[config.mk]
export PLATFORM = sky130hd
export DESIGN_NAME = srf_ctrl
export DESIGN_NICKNAME = d
export VERILOG_FILES = /design/src/logic/srf_pkg.sv /design/src/logic/srf_ctrl.sv
export VERILOG_INCLUDE_DIRS = /design/src /design/src/logic
export SDC_FILE = /design/constraint.sdc
export NUM_CORES = 1
export LEC_CHECK = 0
export BUFFER_PORTS_ARGS = -buffer_cell sky130_fd_sc_hd__buf_2
export CORE_MARGIN = 5
export CORE_UTILIZATION = 35
export CTS_BUF_LIST = sky130_fd_sc_hd__clkbuf_8
export CTS_CLUSTER_SIZE = 12
export DETAILED_ROUTE_END_ITERATION = 10
export GPL_ROUTABILITY_DRIVEN = 1
export SYNTH_ARGS = -nofsm -noshare
export SYNTH_HDL_FRONTEND = slang
export SYNTH_SLANG_ARGS = --single-unit
[constraint.sdc]
create_clock -name clk_in -period 3.1 [get_ports clk_in]
set_clock_uncertainty 0.15 [all_clocks]
set_input_delay 0.155 -clock clk_in [delete_from_list [all_inputs] [get_ports clk_in]]
set_output_delay 0.155 -clock clk_in [all_outputs]
set_load 0.01 [all_outputs]
[src/logic/srf_cfg.svh]
// Register map, field positions, reset values and command codes of the refresh controller
`ifndef SRF_CFG_SVH
`define SRF_CFG_SVH
`define SRF_OFS_MCR       2'h0
`define SRF_OFS_REFRESH_TIMER_CTRL_REG     2'h1
`define SRF_OFS_CNT       2'h2
`define SRF_OFS_CMP       2'h3
`define SRF_WIN_BIT       15
`define SRF_BIT_RFEN      0
`define SRF_BIT_REFRESH_MODE_SELECT     1
`define SRF_BIT_TRP       2
`define SRF_RAS_LO        4
`define SRF_RAS_HI        6
`define SRF_CKS_HI        2
`define SRF_BIT_PEND      8
`define SRF_BIT_SREF      9
`define SRF_BIT_MRSP      10
`define SRF_STRB_LO_HALF  4'h3
`define SRF_STRB_HI_HALF  4'hc
`define SRF_CMD_NOP       4'h7
`define SRF_CMD_PRECHARGE_ALL_CMD      4'h2
`define SRF_CMD_REF       4'h1
`define SRF_CMD_MRS       4'h0
`define SRF_A10_BIT       10
`define SRF_CNT_RST       8'h00
`define SRF_CMP_RST       8'hff
`define SRF_ONE4          4'h1
`define SRF_TWO4          4'h2
`endif

[src/logic/srf_pkg.sv]
// Types for the synchronous DRAM refresh and initialisation controller
package srf_pkg;
  typedef enum logic [2:0] {S_IDLE, S_PRECHARGE_ALL_CMD, S_PWAIT, S_REF, S_MRS, S_SREF, S_LOCK} srf_state_t;
  typedef enum logic [1:0] {OP_REF, OP_MRS, OP_SREF} srf_op_t;
  typedef struct packed {
    srf_state_t  st;
    srf_op_t     op;
    logic [3:0]  lock;
    logic        rfen;
    logic        refresh_mode_select;
    logic        precharge_wait_setting;
    logic [2:0]  ras;
    logic [2:0]  cks;
    logic [7:0]  cnt;
    logic [7:0]  cmp;
    logic [11:0] presc;
    logic        pend;
    logic        mrs_pend;
    logic [14:0] mode_x;
    logic [3:0]  cmd;
    logic        cke;
    logic [14:0] addr;
    logic        grant;
    logic        busy;
    logic        pready;
    logic        pslverr;
    logic [31:0] prdata;
  } srf_regs_t;
endpackage

[src/logic/srf_ctrl.sv]
// Refresh, self-refresh and mode-register sequencer for synchronous DRAM with APB registers
//
// Notes on behaviour
// - Refresh enabled, mode zero: periodic auto-refresh.
// - Enable and mode both one: self-refresh.
// - Counter counts up once clock selected.
// - Match raises request, clears counter, resumes.
// - Auto-refresh: precharge-all, then refresh command.
// - After refresh, no command for delay+2.
// - Precharge wait set inserts one NOP.
// - Manual reset freezes counter, no requests.
// - Self-refresh drives clock enable low, no access.
// - Mode cleared ends self-refresh; delay+1 lockout.
// - Auto-refresh resumes after self-refresh if enabled.
// - Manual reset does not end self-refresh.
// - Refresh waits for bus cycle or bus regain.
// - New match replaces pending request; one held.
// - Arbitration not granted during self-refresh.
// - Window word write puts offset on address.
// - Mode write: precharge-all, optional idle, mode set.
// - Outputs on rising edge, data on falling.
//
// Local design decisions: the APB register port and the register addresses.
`include "srf_cfg.svh"
module srf_ctrl (
  // Clock and resets
  input  wire logic        clk_in,
  input  wire logic        nrst_in,
  input  wire logic        manual_rst_in,
  // APB slave
  input  wire logic        psel_in,
  input  wire logic        penable_in,
  input  wire logic        pwrite_in,
  input  wire logic [15:0] paddr_in,
  input  wire logic [31:0] pwdata_in,
  input  wire logic [3:0]  pstrb_in,
  output logic             pready_out,
  output logic [31:0]      prdata_out,
  output logic             pslverr_out,
  // Bus cycle and arbitration
  input  wire logic        bus_busy_in,
  input  wire logic        bus_released_in,
  input  wire logic        bus_arb_req_in,
  output logic             bus_grant_out,
  output logic             refresh_req_out,
  output logic             access_hold_out,
  // SDRAM side
  input  wire logic [15:0] sdram_dq_in,
  output logic [3:0]       sdram_cmd_out,
  output logic             sdram_cke_out,
  output logic [14:0]      sdram_addr_out,
  output logic [15:0]      rd_capture_out
);

  srf_pkg::srf_regs_t r;
  srf_pkg::srf_regs_t n;
  logic               apb_setup;
  logic               apb_wr;
  logic               is_reg;
  logic               is_win;
  logic               half_strb;
  logic               match;
  logic               can_go;
  logic               sref_req;

  // Word index of a register inside the control page
  function automatic logic [1:0] reg_idx(input logic [15:0] a);
    reg_idx = a[3:2];
  endfunction

  // Divider tap of the refresh clock; code zero stops the counter
  function automatic logic sel_tick(input logic [2:0] cks, input logic [11:0] p);
    logic [11:0] mask;
    mask = ~(12'hfff << {cks, 1'b0});
    sel_tick = (cks != 3'h0) && ((p & mask) == mask);
  endfunction

  // Next-state logic for every register of the block except the read capture
  always_comb begin
    n         = r;
    apb_setup = psel_in && !penable_in;
    apb_wr    = psel_in && penable_in && pwrite_in && r.pready && !r.pslverr;
    is_win    = paddr_in[`SRF_WIN_BIT];
    is_reg    = !is_win && (paddr_in[14:4] == 11'h000) && (paddr_in[1:0] == 2'h0);
    half_strb = (pstrb_in == `SRF_STRB_LO_HALF) || (pstrb_in == `SRF_STRB_HI_HALF);
    sref_req  = r.rfen && r.refresh_mode_select;
    // APB: answer one cycle after setup
    n.pready  = apb_setup;
    n.pslverr = 1'b0;
    n.prdata  = 32'h0000_0000;
    if (apb_setup) begin
      n.pslverr = !is_reg && !(is_win && pwrite_in && half_strb);
      if (is_reg && !pwrite_in) begin
        unique case (reg_idx(paddr_in))
          `SRF_OFS_MCR: begin
            n.prdata[`SRF_BIT_RFEN]              = r.rfen;
            n.prdata[`SRF_BIT_REFRESH_MODE_SELECT]             = r.refresh_mode_select;
            n.prdata[`SRF_BIT_TRP]               = r.precharge_wait_setting;
            n.prdata[`SRF_RAS_HI:`SRF_RAS_LO]    = r.ras;
          end
          `SRF_OFS_REFRESH_TIMER_CTRL_REG: begin
            n.prdata[`SRF_CKS_HI:0]              = r.cks;
            n.prdata[`SRF_BIT_PEND]              = r.pend;
            n.prdata[`SRF_BIT_SREF]              = (r.st == srf_pkg::S_SREF);
            n.prdata[`SRF_BIT_MRSP]              = r.mrs_pend;
          end
          `SRF_OFS_CNT: n.prdata[7:0] = r.cnt;
          `SRF_OFS_CMP: n.prdata[7:0] = r.cmp;
        endcase
      end
    end
    // Interval counter and compare
    n.presc = r.presc + 12'h001;
    match   = (r.cks != 3'h0) && !manual_rst_in && (r.cnt == r.cmp);
    if (match) begin
      n.cnt  = `SRF_CNT_RST;
      n.pend = 1'b1;
    end else if (sel_tick(r.cks, r.presc) && !manual_rst_in) begin
      n.cnt = r.cnt + 8'h01;
    end
    // Register writes
    if (apb_wr && is_reg) begin
      unique case (reg_idx(paddr_in))
        `SRF_OFS_MCR: begin
          n.rfen  = pwdata_in[`SRF_BIT_RFEN];
          n.refresh_mode_select = pwdata_in[`SRF_BIT_REFRESH_MODE_SELECT];
          n.precharge_wait_setting   = pwdata_in[`SRF_BIT_TRP];
          n.ras   = pwdata_in[`SRF_RAS_HI:`SRF_RAS_LO];
        end
        `SRF_OFS_REFRESH_TIMER_CTRL_REG: n.cks = pwdata_in[`SRF_CKS_HI:0];
        `SRF_OFS_CNT:   n.cnt = pwdata_in[7:0];
        `SRF_OFS_CMP:   n.cmp = pwdata_in[7:0];
      endcase
    end
    // Mode window write: offset becomes the mode value, data ignored
    if (apb_wr && is_win) begin
      n.mrs_pend = 1'b1;
      n.mode_x   = paddr_in[14:0];
    end
    // Command sequencer
    can_go = !bus_busy_in && !bus_released_in && !r.grant;
    n.cmd  = `SRF_CMD_NOP;
    n.addr = 15'h0000;
    unique case (r.st)
      srf_pkg::S_IDLE: begin
        if (can_go && sref_req) begin
          n.op = srf_pkg::OP_SREF;
          n.st = srf_pkg::S_PRECHARGE_ALL_CMD;
        end else if (can_go && r.pend && r.rfen) begin
          n.op   = srf_pkg::OP_REF;
          n.st   = srf_pkg::S_PRECHARGE_ALL_CMD;
          n.pend = match;
        end else if (can_go && r.mrs_pend) begin
          n.op       = srf_pkg::OP_MRS;
          n.st       = srf_pkg::S_PRECHARGE_ALL_CMD;
          n.mrs_pend = apb_wr && is_win;
        end
        if (n.st == srf_pkg::S_PRECHARGE_ALL_CMD) begin
          n.cmd                = `SRF_CMD_PRECHARGE_ALL_CMD;
          n.addr[`SRF_A10_BIT] = 1'b1;
        end
      end
      srf_pkg::S_PRECHARGE_ALL_CMD, srf_pkg::S_PWAIT: begin
        if (r.st == srf_pkg::S_PRECHARGE_ALL_CMD && r.precharge_wait_setting) begin
          n.st = srf_pkg::S_PWAIT;
        end else begin
          unique case (r.op)
            srf_pkg::OP_REF: begin
              n.st  = srf_pkg::S_REF;
              n.cmd = `SRF_CMD_REF;
            end
            srf_pkg::OP_MRS: begin
              n.st   = srf_pkg::S_MRS;
              n.cmd  = `SRF_CMD_MRS;
              n.addr = r.mode_x;
            end
            default: begin
              n.st  = srf_pkg::S_SREF;
              n.cmd = `SRF_CMD_REF;
              n.cke = 1'b0;
            end
          endcase
        end
      end
      srf_pkg::S_REF: begin
        n.st   = srf_pkg::S_LOCK;
        n.lock = {1'b0, r.ras} + `SRF_ONE4;
      end
      srf_pkg::S_MRS: n.st = srf_pkg::S_IDLE;
      srf_pkg::S_SREF: begin
        if (!r.refresh_mode_select) begin
          n.cke  = 1'b1;
          n.st   = srf_pkg::S_LOCK;
          n.lock = {1'b0, r.ras};
        end
      end
      srf_pkg::S_LOCK: begin
        if (r.lock == 4'h0) begin
          n.st = srf_pkg::S_IDLE;
        end else begin
          n.lock = r.lock - `SRF_ONE4;
        end
      end
      default: n.st = srf_pkg::S_IDLE; // Unused code falls back to idle
    endcase
    // Arbitration: hold off while refresh work waits or self-refresh runs
    n.grant = bus_arb_req_in && (r.grant || (r.st == srf_pkg::S_IDLE && n.st == srf_pkg::S_IDLE &&
              !r.pend && !r.mrs_pend && !sref_req));
    n.busy  = (n.st != srf_pkg::S_IDLE) || n.pend;
  end

  // State register; power-on reset leaves self-refresh, as does clearing mode select
  always_ff @(posedge clk_in or negedge nrst_in) begin
    if (!nrst_in) begin
      r       <= '0;
      r.st    <= srf_pkg::S_IDLE;
      r.op    <= srf_pkg::OP_REF;
      r.cmp   <= `SRF_CMP_RST;
      r.cmd   <= `SRF_CMD_NOP;
      r.cke   <= 1'b1;
    end else begin
      r <= n;
    end
  end

  // Read data taken on the falling edge
  always_ff @(negedge clk_in or negedge nrst_in) begin
    if (!nrst_in) begin
      rd_capture_out <= 16'h0000;
    end else begin
      rd_capture_out <= sdram_dq_in;
    end
  end

  // Outputs straight from flops
  assign pready_out      = r.pready;
  assign prdata_out      = r.prdata;
  assign pslverr_out     = r.pslverr;
  assign bus_grant_out   = r.grant;
  assign refresh_req_out = r.pend;
  assign access_hold_out = r.busy;
  assign sdram_cmd_out   = r.cmd;
  assign sdram_cke_out   = r.cke;
  assign sdram_addr_out  = r.addr;
endmodule

Word-level counts from Yosys, hierarchy flattened
Index checks and enable logic that the tools add are counted.
{"block": "totals", "reg_bits": 114, "input_bits": 77, "output_inout_bits": 73, "wordCells": 158}
{"block": "classes", "n_addsub": 4, "eq_ne": 19, "shifts": 1, "n_mux": 44, "bitwise": 2, "n_reduce_logical": 65}
{"op": "16-bit two-way mux", "count": 2}
{"op": "8-bit two-way mux", "count": 4}
{"op": "1-bit logical AND", "count": 30}
{"op": "11-bit two-way mux", "count": 2}
{"op": "20-bit two-way mux", "count": 1}
{"op": "5-bit two-way mux", "count": 4}
{"op": "15-bit two-way mux", "count": 1}
{"op": "3-bit two-way mux", "count": 5}
{"op": "3-bit one-hot mux with 5 select lines", "count": 1}
{"op": "1-bit zero test", "count": 13}
{"op": "12-bit by 1-bit adder with 12-bit output (second input constant)", "count": 1}
{"op": "12-bit bitwise AND", "count": 1}
{"op": "12-bit == test", "count": 1}
{"op": "4-bit two-way mux", "count": 3}
{"op": "12-bit inverter", "count": 1}
{"op": "3-bit one-hot mux with 4 select lines", "count": 1}
{"op": "4-bit one-hot mux with 3 select lines", "count": 1}
{"op": "12-bit by 4-bit left shift with 12-bit output (first input constant)", "count": 1}
{"op": "11-bit zero test", "count": 1}
{"op": "10-bit two-way mux", "count": 1}
{"op": "1-bit two-way mux", "count": 9}
{"op": "3-bit one-hot mux with 3 select lines", "count": 1}
{"op": "3-bit nonzero test", "count": 3}
{"op": "8-bit by 1-bit adder with 8-bit output (second input constant)", "count": 1}
{"op": "other kinds (25)", "count": 46}

Depth between registers and ports, before layout
Gate-level depths: netlist of run 1.
{"block": "depth", "ltp_word": 16, "ltp_mapped": 8, "depth_no_buf": 7}

==> out/results.ini, run 1 <==
[global_route]
grt_pass1_wl_um=19900
grt_usage_pct=13.9
grt_pass1_vias=3915
overflow=0
grt_max_degree=50
antenna_found_initial=0

[place]
place_hpwl_um=8600
gp_congestion=0.835
postPlaceCellArea_mm2=0.00565
port_buffers=103

[routing]
first_iter_violations=330
vias=3713
met1Wirelength_um=4830
drc=0
detailroute.wirelength.met3_um=727
dr.pass1.iters=4
wl_per_cell_um=15.3
top_layer=met4
routed_wl_um=11700
wl_met2_um=5910
ant_nets=0
viasPerCell=4.87

[worst_setup_path]
reg2reg_to=access_hold_out$_DFF_PN0_
worstPathCellList=buf_2
critPathKind=register to output port
slowest_delay_ps=400
worstRegToRegCells=6
cp_slowest_cell=dfrtn_1
path_max_fanout=1
critPathBufInv=1
endpoint_kind=output port
r2r_start=bus_grant_out$_DFF_PN0_
crit_arrival_ps=2460
crit_required_ps=2790
path_delay_family=flip-flops
r2r_setup_slack_ps=600
cp-start-kind=register

[finish]
drive_above_1_share_pct=32.8
antennaDiodeCount=0
utilization_pct=43.8
design_area_mm2=0.00639
nets=648
area_growth_pct=22.0

[clocking]
clock_latency_ps=440
clkTransAtPathRegs_ps=70
clkSinkCount=113
numCtsBuffers=17
cts_buffer_depth=2
htree_levels=4
cts.repair.resized=0
cts_tree=done
postCtsSetupRepairBufs=0
hold_buffers=29
root_buffer=clkbuf_8

[pwr]
leakage_nw=3.18
swShare_pct=27.7
power_frac_clock_pct=40.6
vdd_drop_max_mv=0.250
power_switching_mw=1.06
power_mw=3.83
seq_power_share_pct=45.2
powerDensity_mw_per_mm2=599
combPwrFrac_pct=14.2
internal_power_mw=2.77

[logic_synthesis]
synth_seq_area_share_pct=54.3
ys_top_cells_by_count=dfrtp_1 (85), buf_4 (51), mux2_2 (32), nand2_1 (26), nor2_1 (23)
syn_area_mm2=0.00524
async_flop_share_pct=100
yosys_warnings=0
yosys_register_bits=113
synth_top_area_cell=dfrtp_1
synth_edf_count=0
synth_cell_type_count=61
synth_area_leaders=dfrtp_1 (41%), dfrtn_1 (7.6%), buf_4 (7.3%)
yosysMostFrequentCell=dfrtp_1
synth_cells=455
syn_area_per_cell_um2=11.5
synth_ff_type=dfrtp_1
synth_top_area_share_pct=40.6

[timing]
slew_headroom_pct=45.7
setup_violations=0
setup_tns_ps=0
hold_violations=0
rsz0062_at_grt=no
drv_slew=0
tightestPinTransition_ps=811

[floorplanning]
initial_core_util_pct=35.9
core_mm2=0.0146
io_pins=150
die_area_mm2=0.0175
rows=44
die_x_um=132
die_h_um=132

[worst_hold_path]
hold_depth=4
whs_endpoint=refresh_req_out$_DFF_PN0_
hold_class=input port to register
min_from=manual_rst_in

[flow_run]
drv_cap=0

[outcome]
status=finished clean

==> cell usage in the layout, fill, tap and decap left out, types with 15 or more instances in the layout <==
master         synthesis  routed
mux2_2                32      32
o21ai_0               15      15
nor2_1                23      23
nand2_1               26      26
clkbuf_8               0      18
buf_2                  2     102
and2_1                16      16
conb_1                 1      22
dfrtn_1               16      16
dlygate4sd3_1          0      29
dfrtp_1               85      85
==> sequential cells by signal, indices dropped and copies added (netlist names), 3 cells and up <==
signal          count
sdram_addr_out     15
rd_capture_out     16
prdata_out         11
r                  62
sdram_cmd_out       3
==> power groups by stage <==
stage | combinational (mW) | sequential (mW) | clock [mW]
finish | 0.542 | 1.73 | 1.55
CTS | 0.546 | 1.73 | 1.60
global placement | 0.502 | 1.75 | 0
detailed placement | 0.513 | 1.76 | 0
global route | 0.611 | 1.75 | 1.67
floorplan | 0.416 | 1.71 | 0
==> cells by family (layout without fill, tap and decap cells) <==
family | count (synthesis) | after routing | share of synthesized area, %
other | 1 | 22 | 0.0716
adders and majority gates | 5 | 5 | 1.20
DFF | 113 | 113 | 54.3
xor gates and xnor gates | 22 | 22 | 3.68
buffers and inverters | 76 | 179 | 9.15
and+or+nand+nor | 138 | 138 | 14.8
AOI/OAI and AO/OA | 58 | 58 | 7.27
muxes | 42 | 42 | 9.51
==> worst max path at each step <==
stage                                      from                   endpoint  slack (ps)  cells after the start
finish              rd_capture_out[8]$_DFF_NN0_          rd_capture_out[8]         330                      1
global route        rd_capture_out[8]$_DFF_NN0_          rd_capture_out[8]         280                      1
CTS                 rd_capture_out[8]$_DFF_NN0_          rd_capture_out[8]         300                      1
detailed placement             r[117]$_DFF_PN0_  access_hold_out$_DFF_PN0_         710                      5
global placement               r[117]$_DFF_PN0_  access_hold_out$_DFF_PN0_         710                      5
floorplan           rd_capture_out[0]$_DFF_NN0_          rd_capture_out[0]         830                      0
==> per-stage QoR <==
| step | cells | setup WS, ps | hold WS (ps) |
|---|---|---|---|
| 4_1_cts | 763 | 299 | 6.12 |
| 3_3_place_gp | 702 | 710 | 220 |
| 2_1_floorplan | 476 | 833 | -291 |
| 6_report | 763 | 330 | 17.4 |
| 3_5_place_dp | 702 | 706 | 228 |
| 5_1_grt | 763 | 277 | 24.5 |
==> final cells by class <==
cell class / count / area (um2)
timing repair buffer: 135 / 831
sequential: 113 / 2840
multi-input combinational: 287 / 1990
tap: 184 / 230
clock buffer: 18 / 248
fill: 1369 / 8200
clock inverter: 14 / 198
inverter: 12 / 45.0
==> metal layers <==
layer  track usage, %  vias up
li1                 -     1758
met1             16.7     1821
met2             23.8      113
met3             4.20       21
met4             4.81        0
met5                0        -
Power figures use the tool's default switching activity.
==> run 2: changes to the inputs <==
--- a/config.mk
+++ b/config.mk
@@ -7,6 +7,7 @@
 export NUM_CORES = 1
 export LEC_CHECK = 0
 export BUFFER_PORTS_ARGS = -buffer_cell sky130_fd_sc_hd__buf_2
+export CORE_ASPECT_RATIO = 1.25
 export CORE_MARGIN = 5
 export CORE_UTILIZATION = 35
 export CTS_BUF_LIST = sky130_fd_sc_hd__clkbuf_8
==> run 2 against run 1 <==
Combinational power about the same. Count of clock-buffer cells in the layout decreased by 1. Routed wire length increased by 1.4%. Design area decreased by 1.3%. Hold slack improved by 16 ps. Die area about the same. Total power decreased by 7.0%. Global-route usage increased by 0.34 points. Via count increased by 0.57%. Critical path type unchanged. Largest cell class unchanged. Largest power group unchanged. Highest routed layer unchanged.
==> out/results.ini, run 2 (same netlist as run 1, synthesis figures left out) <==
[floorplanning]
die_h_um=147  ; +11%
die_x_um=119  ; -9.8%
io_pins=150  ; unchanged
rows=50  ; +14%
core_mm2=0.0148  ; +1.6%
initial_core_util_pct=35.3  ; -0.58 points
die_area_mm2=0.0175  ; about the same

[clocking]
root_buffer=clkbuf_8
cts.repair.resized=0  ; unchanged
cts_tree=done
htree_levels=4  ; unchanged
clkTransAtPathRegs_ps=70  ; about the same
numCtsBuffers=17  ; unchanged
cts_buffer_depth=2  ; unchanged
clkSinkCount=113  ; unchanged
clock_latency_ps=440  ; about the same

[finish]
area_growth_pct=20.5
fillers=1433  ; +4.7%
regArea_mm2=0.00284  ; unchanged
top_register=r
drive_above_1_share_pct=32.8  ; unchanged
nets=648  ; unchanged
antennaDiodeCount=0  ; unchanged
final_common_cell=buf_2
largest_register_ffs=62  ; unchanged
multi_input_area_mm2=0.00199  ; unchanged
most-common-layout-cells=buf_2 (102), dfrtp_1 (85), mux2_2 (32)

[place]
pre_cts_slack_ps=683  ; -22.5 ps
port_buffers=103  ; unchanged
gp_congestion=0.894  ; +7.0%
place_hpwl_um=8670  ; +0.75%

[global_route]
overflow=0  ; unchanged
antenna_found_initial=0  ; unchanged
grt_usage_pct=14.3  ; +0.34 points
grt_pass1_vias=4031  ; +3.0%
grt_pass1_wl_um=19800  ; -0.48%
grt_max_degree=57  ; +14%

[timing]
tightestPinTransition_ps=729  ; -81.7 ps
rsz0062_at_grt=no
drv_slew=0  ; unchanged
slew_headroom_pct=51.4  ; +5.6 points
setup_tns_ps=0  ; unchanged
setup_violations=0  ; unchanged
layout_setup_ws_ps=331  ; +0.746 ps
hold_violations=0  ; unchanged

[worst_setup_path]
cp-start-kind=register
path_max_fanout=1  ; unchanged
crit_required_ps=2790  ; about the same
cp_slowest_cell=dfrtn_1
worstPathCellList=buf_2
slowest_delay_ps=400  ; about the same
endpoint_kind=output port
worstRegToRegCells=6  ; unchanged
path_delay_family=flip-flops
critPathKind=register to output port
crit_arrival_ps=2460  ; about the same
critPathBufInv=1  ; unchanged
cp.depth=1  ; unchanged

[routing]
first_iter_violations=178  ; -46%
dr.pass1.iters=4  ; unchanged
viasPerCell=4.91  ; +0.83%
wl_per_cell_um=15.6  ; +1.6%
ant_nets=0  ; unchanged
vias=3734  ; +0.57%
drc=0  ; unchanged
routed_wl_um=11800  ; +1.4%

[pwr]
power_mw=3.56  ; -7.0%
vdd_drop_max_mv=0.280  ; +12%
powerDensity_mw_per_mm2=564  ; -5.8%
leakage_nw=3.12  ; -1.9%

[worst_hold_path]
hold_class=input port to register
hold_depth=4  ; unchanged

[outcome]
status=finished clean

[flow_run]
drv_cap=0  ; unchanged

run 2: where the power goes:
part / leakage (nW) / switching (mW) / internal (mW) / total (mW)
logic: 1.51 / 0.301 / 0.243 / 0.544
clock network: 0.171 / 0.648 / 0.636 / 1.28
registers: 1.44 / 0.115 / 1.62 / 1.73
run 2: what timing repair did:
item / in CTS / in global routing
hold buffers: 29 / 0
endpoints found under the hold margin: 127 / 0
buffers inserted: 0 / 0
run 2: per-layer routing:
layer / up-vias / track usage, % / part of all wire (%)
li1: 1743 / - / -
met1: 1847 / 15.6 / 39
met2: 121 / 25.3 / 53
met3: 23 / 4.58 / 5.7
met4: 0 / 5.96 / 2.3
met5: - / 0 / 0
run 2: worst paths after layout:
path / from / end / slack [ps]
worst min register to register: r[65]$_DFFE_PN0P_ / sdram_addr_out[9]$_DFF_PN0_ / 330
worst max register to register: bus_grant_out$_DFF_PN0_ / access_hold_out$_DFF_PN0_ / 620
max in group asynchronous: nrst_in / rd_capture_out[15]$_DFF_NN0_ / 1140
worst max-delay path: rd_capture_out[8]$_DFF_NN0_ / rd_capture_out[8] / 330
min in group asynchronous: nrst_in / pready_out$_DFF_PN0_ / 370
worst min-delay path: bus_released_in / r[114]$_DFFE_PN0P_ / 30
run 2: through the flow:
stage                     util [%]  instances  hold WS, ps  cell area, um2
after floorplan                  -        476         -291            5310
after global placement        38.1        700          218            5650
after detailed placement      38.1        700          228            5650
after CTS                     42.5        761         12.8            6310
after global routing          42.5        761         44.3            6310
final                         42.5        761         33.7            6310
run 2: layout make-up:
class | instances | area share [%]
Inverter | 12 | 0.714
Timing Repair Buffer | 135 | 13.2
Sequential cell | 113 | 45.1
Clock buffer | 17 | 3.71
Clock inverter | 15 | 2.12
Tap cell | 182 | 3.61
Multi-Input combinational cell | 287 | 31.6
==> run 3: changes to the inputs <==
--- a/config.mk
+++ b/config.mk
@@ -14,6 +14,7 @@
 export CTS_CLUSTER_SIZE = 12
 export DETAILED_ROUTE_END_ITERATION = 10
 export GPL_ROUTABILITY_DRIVEN = 1
+export RECOVER_POWER = 100
 export SYNTH_ARGS = -nofsm -noshare
 export SYNTH_HDL_FRONTEND = slang
 export SYNTH_SLANG_ARGS = --single-unit
==> run 3 against run 2 <==
Non-clock buffer count unchanged. Highest routed layer unchanged. Core utilization decreased by 0.64 points. Setup slack worse by 29 ps. Die area stayed put. Hold slack got worse by 1.9 ps. Cell count stayed put.
==> out/results.ini, run 3 (same netlist as run 1, synthesis figures left out) <==
[timing]
hold_violations=0  ; unchanged
tightestPinTransition_ps=1410  ; +684 ps
layout_setup_ws_ps=302  ; -29.1 ps
drv_slew=0  ; unchanged
setup_tns_ps=0  ; unchanged
whs_ps=31.8  ; -1.88 ps
slew_headroom_pct=5.77  ; -46 points
setup_violations=0  ; unchanged
rsz0062_at_grt=no

[floorplanning]
core_mm2=0.0148  ; unchanged
die_area_mm2=0.0175  ; unchanged
initial_core_util_pct=35.3  ; unchanged
die_h_um=147  ; unchanged
rows=50  ; unchanged
io_pins=150  ; unchanged
die_x_um=119  ; unchanged

[clocking]
root_buffer=clkbuf_8
clkSinkCount=113  ; unchanged
cts_tree=done
htree_levels=4  ; unchanged
clkTransAtPathRegs_ps=70  ; about the same
numCtsBuffers=17  ; unchanged
cts_buffer_depth=2  ; unchanged
clock_latency_ps=440  ; about the same
postCtsSetupRepairBufs=0  ; unchanged

[finish]
finalNonFillerCells=761  ; unchanged
antennaDiodeCount=0  ; unchanged
area_growth_pct=18.6
design_area_mm2=0.00621  ; -1.5%
top_register=r
drive_above_1_share_pct=22.6  ; -10 points
nets=648  ; unchanged
final_common_cell=dfrtp_1
most-common-layout-cells=dfrtp_1 (85), clkbuf_1 (54), buf_2 (50)
largest_register_ffs=62  ; unchanged

[worst_hold_path]
hold_class=input port to register

[place]
gp_congestion=0.894  ; unchanged
dp.cells=700  ; unchanged
pre_cts_slack_ps=683  ; unchanged
place_hpwl_um=8670  ; unchanged
port_buffers=103  ; unchanged
postPlaceCellArea_mm2=0.00565  ; unchanged

[worst_setup_path]
slowest_delay_ps=380  ; -20 ps
critPathBufInv=1  ; unchanged
crit_arrival_ps=2490  ; +30 ps
cp-start-kind=register
critPathKind=register to output port
path_delay_family=flip-flops
cp_slowest_cell=dfrtn_1
path_max_fanout=1  ; unchanged
crit_required_ps=2790  ; about the same
worstPathCellList=clkbuf_1
endpoint_kind=output port

[routing]
vias=3737  ; +0.080%
routed_wl_um=11900  ; +0.30%
ant_nets=0  ; unchanged
top_layer=met4
drc=0  ; unchanged
wl_met2_um=6260  ; -0.86%
detailroute.wirelength.met3_um=729  ; +8.2%
met1Wirelength_um=4630  ; +1.2%
viasPerCell=4.91  ; about the same
first_iter_violations=204  ; +15%
wl_per_cell_um=15.6  ; +0.30%
dr.pass1.iters=4  ; unchanged

[pwr]
vdd_drop_max_mv=0.280  ; about the same
leakage_nw=2.89  ; -7.4%
powerDensity_mw_per_mm2=572  ; +1.3%

[global_route]
grt_pass1_wl_um=19800  ; unchanged
overflow=0  ; unchanged
grt_usage_pct=14.3  ; unchanged
antenna_found_initial=0  ; unchanged
grt_pass1_vias=4031  ; unchanged
grt_max_degree=57  ; unchanged

[flow_run]
drv_cap=0  ; unchanged

[outcome]
status=finished clean

-- run 3: cell types whose count changed in the layout (fill, tap and decap cells not counted), sizes merged --
cell	delta
clkbuf	+56
buf	-56
-- run 3: power by group --
part,internal [mW],switching [mW],total [mW]
logic,0.228,0.303,0.531
registers,1.61,0.117,1.73
clock network,0.636,0.653,1.29
total,2.48,1.07,3.55
-- run 3: path summary, 6_finish.rpt --
kind                                              startpoint                           end  slack (ps)  depth (start not counted)
max in group asynchronous                            nrst_in  rd_capture_out[15]$_DFF_NN0_         550                          2
worst max register to register            r[110]$_DFFE_PN0P_     access_hold_out$_DFF_PN0_         420                          7
worst min-delay path                         bus_released_in            r[114]$_DFFE_PN0P_          30                          4
worst min register to register             r[65]$_DFFE_PN0P_   sdram_addr_out[9]$_DFF_PN0_         330                          1
worst max-delay path            rd_capture_out[12]$_DFF_NN0_            rd_capture_out[12]         300                          1
min in group asynchronous                            nrst_in          pready_out$_DFF_PN0_        1070                          3
-- run 3: area by class of cell --
class,instances,area (um2)
Fill cell,1454,8620
Sequential cell,113,2840
Multi-Input combinational cell,287,1970
Timing Repair Buffer,135,753
Clock buffer,17,234
Tap cell,182,228
Clock inverter,15,134
Inverter,12,45.0
-- run 3: metal layers --
| layer | up-vias | track usage (%) |
|---|---|---|
| met3 | 22 | 4.58 |
| met1 | 1858 | 15.6 |
| met4 | 0 | 5.96 |
| met5 | - | 0 |
| met2 | 112 | 25.3 |
| li1 | 1745 | - |
-- run 3: timing repair --
action / CTS / global route
hold endpoints to repair: 127 / 0
endpoints found under the setup margin: 0 / 0
gates resized for setup: 0 / 0
hold buffers: 29 / 0
-- run 3: per-stage QoR --
stage	utilization, %	power, mW
2_1_floorplan	-	2.12
3_3_place_gp	38.1	2.26
3_5_place_dp	38.1	2.28
4_1_cts	42.5	3.61
5_1_grt	41.9	3.75
6_report	41.9	3.55
-- run 3: tightest hold or removal path: stages --
cell and delay (ps):
buf_2 80, nor3_1 70, nor2b_1 150, a21oi_1 120
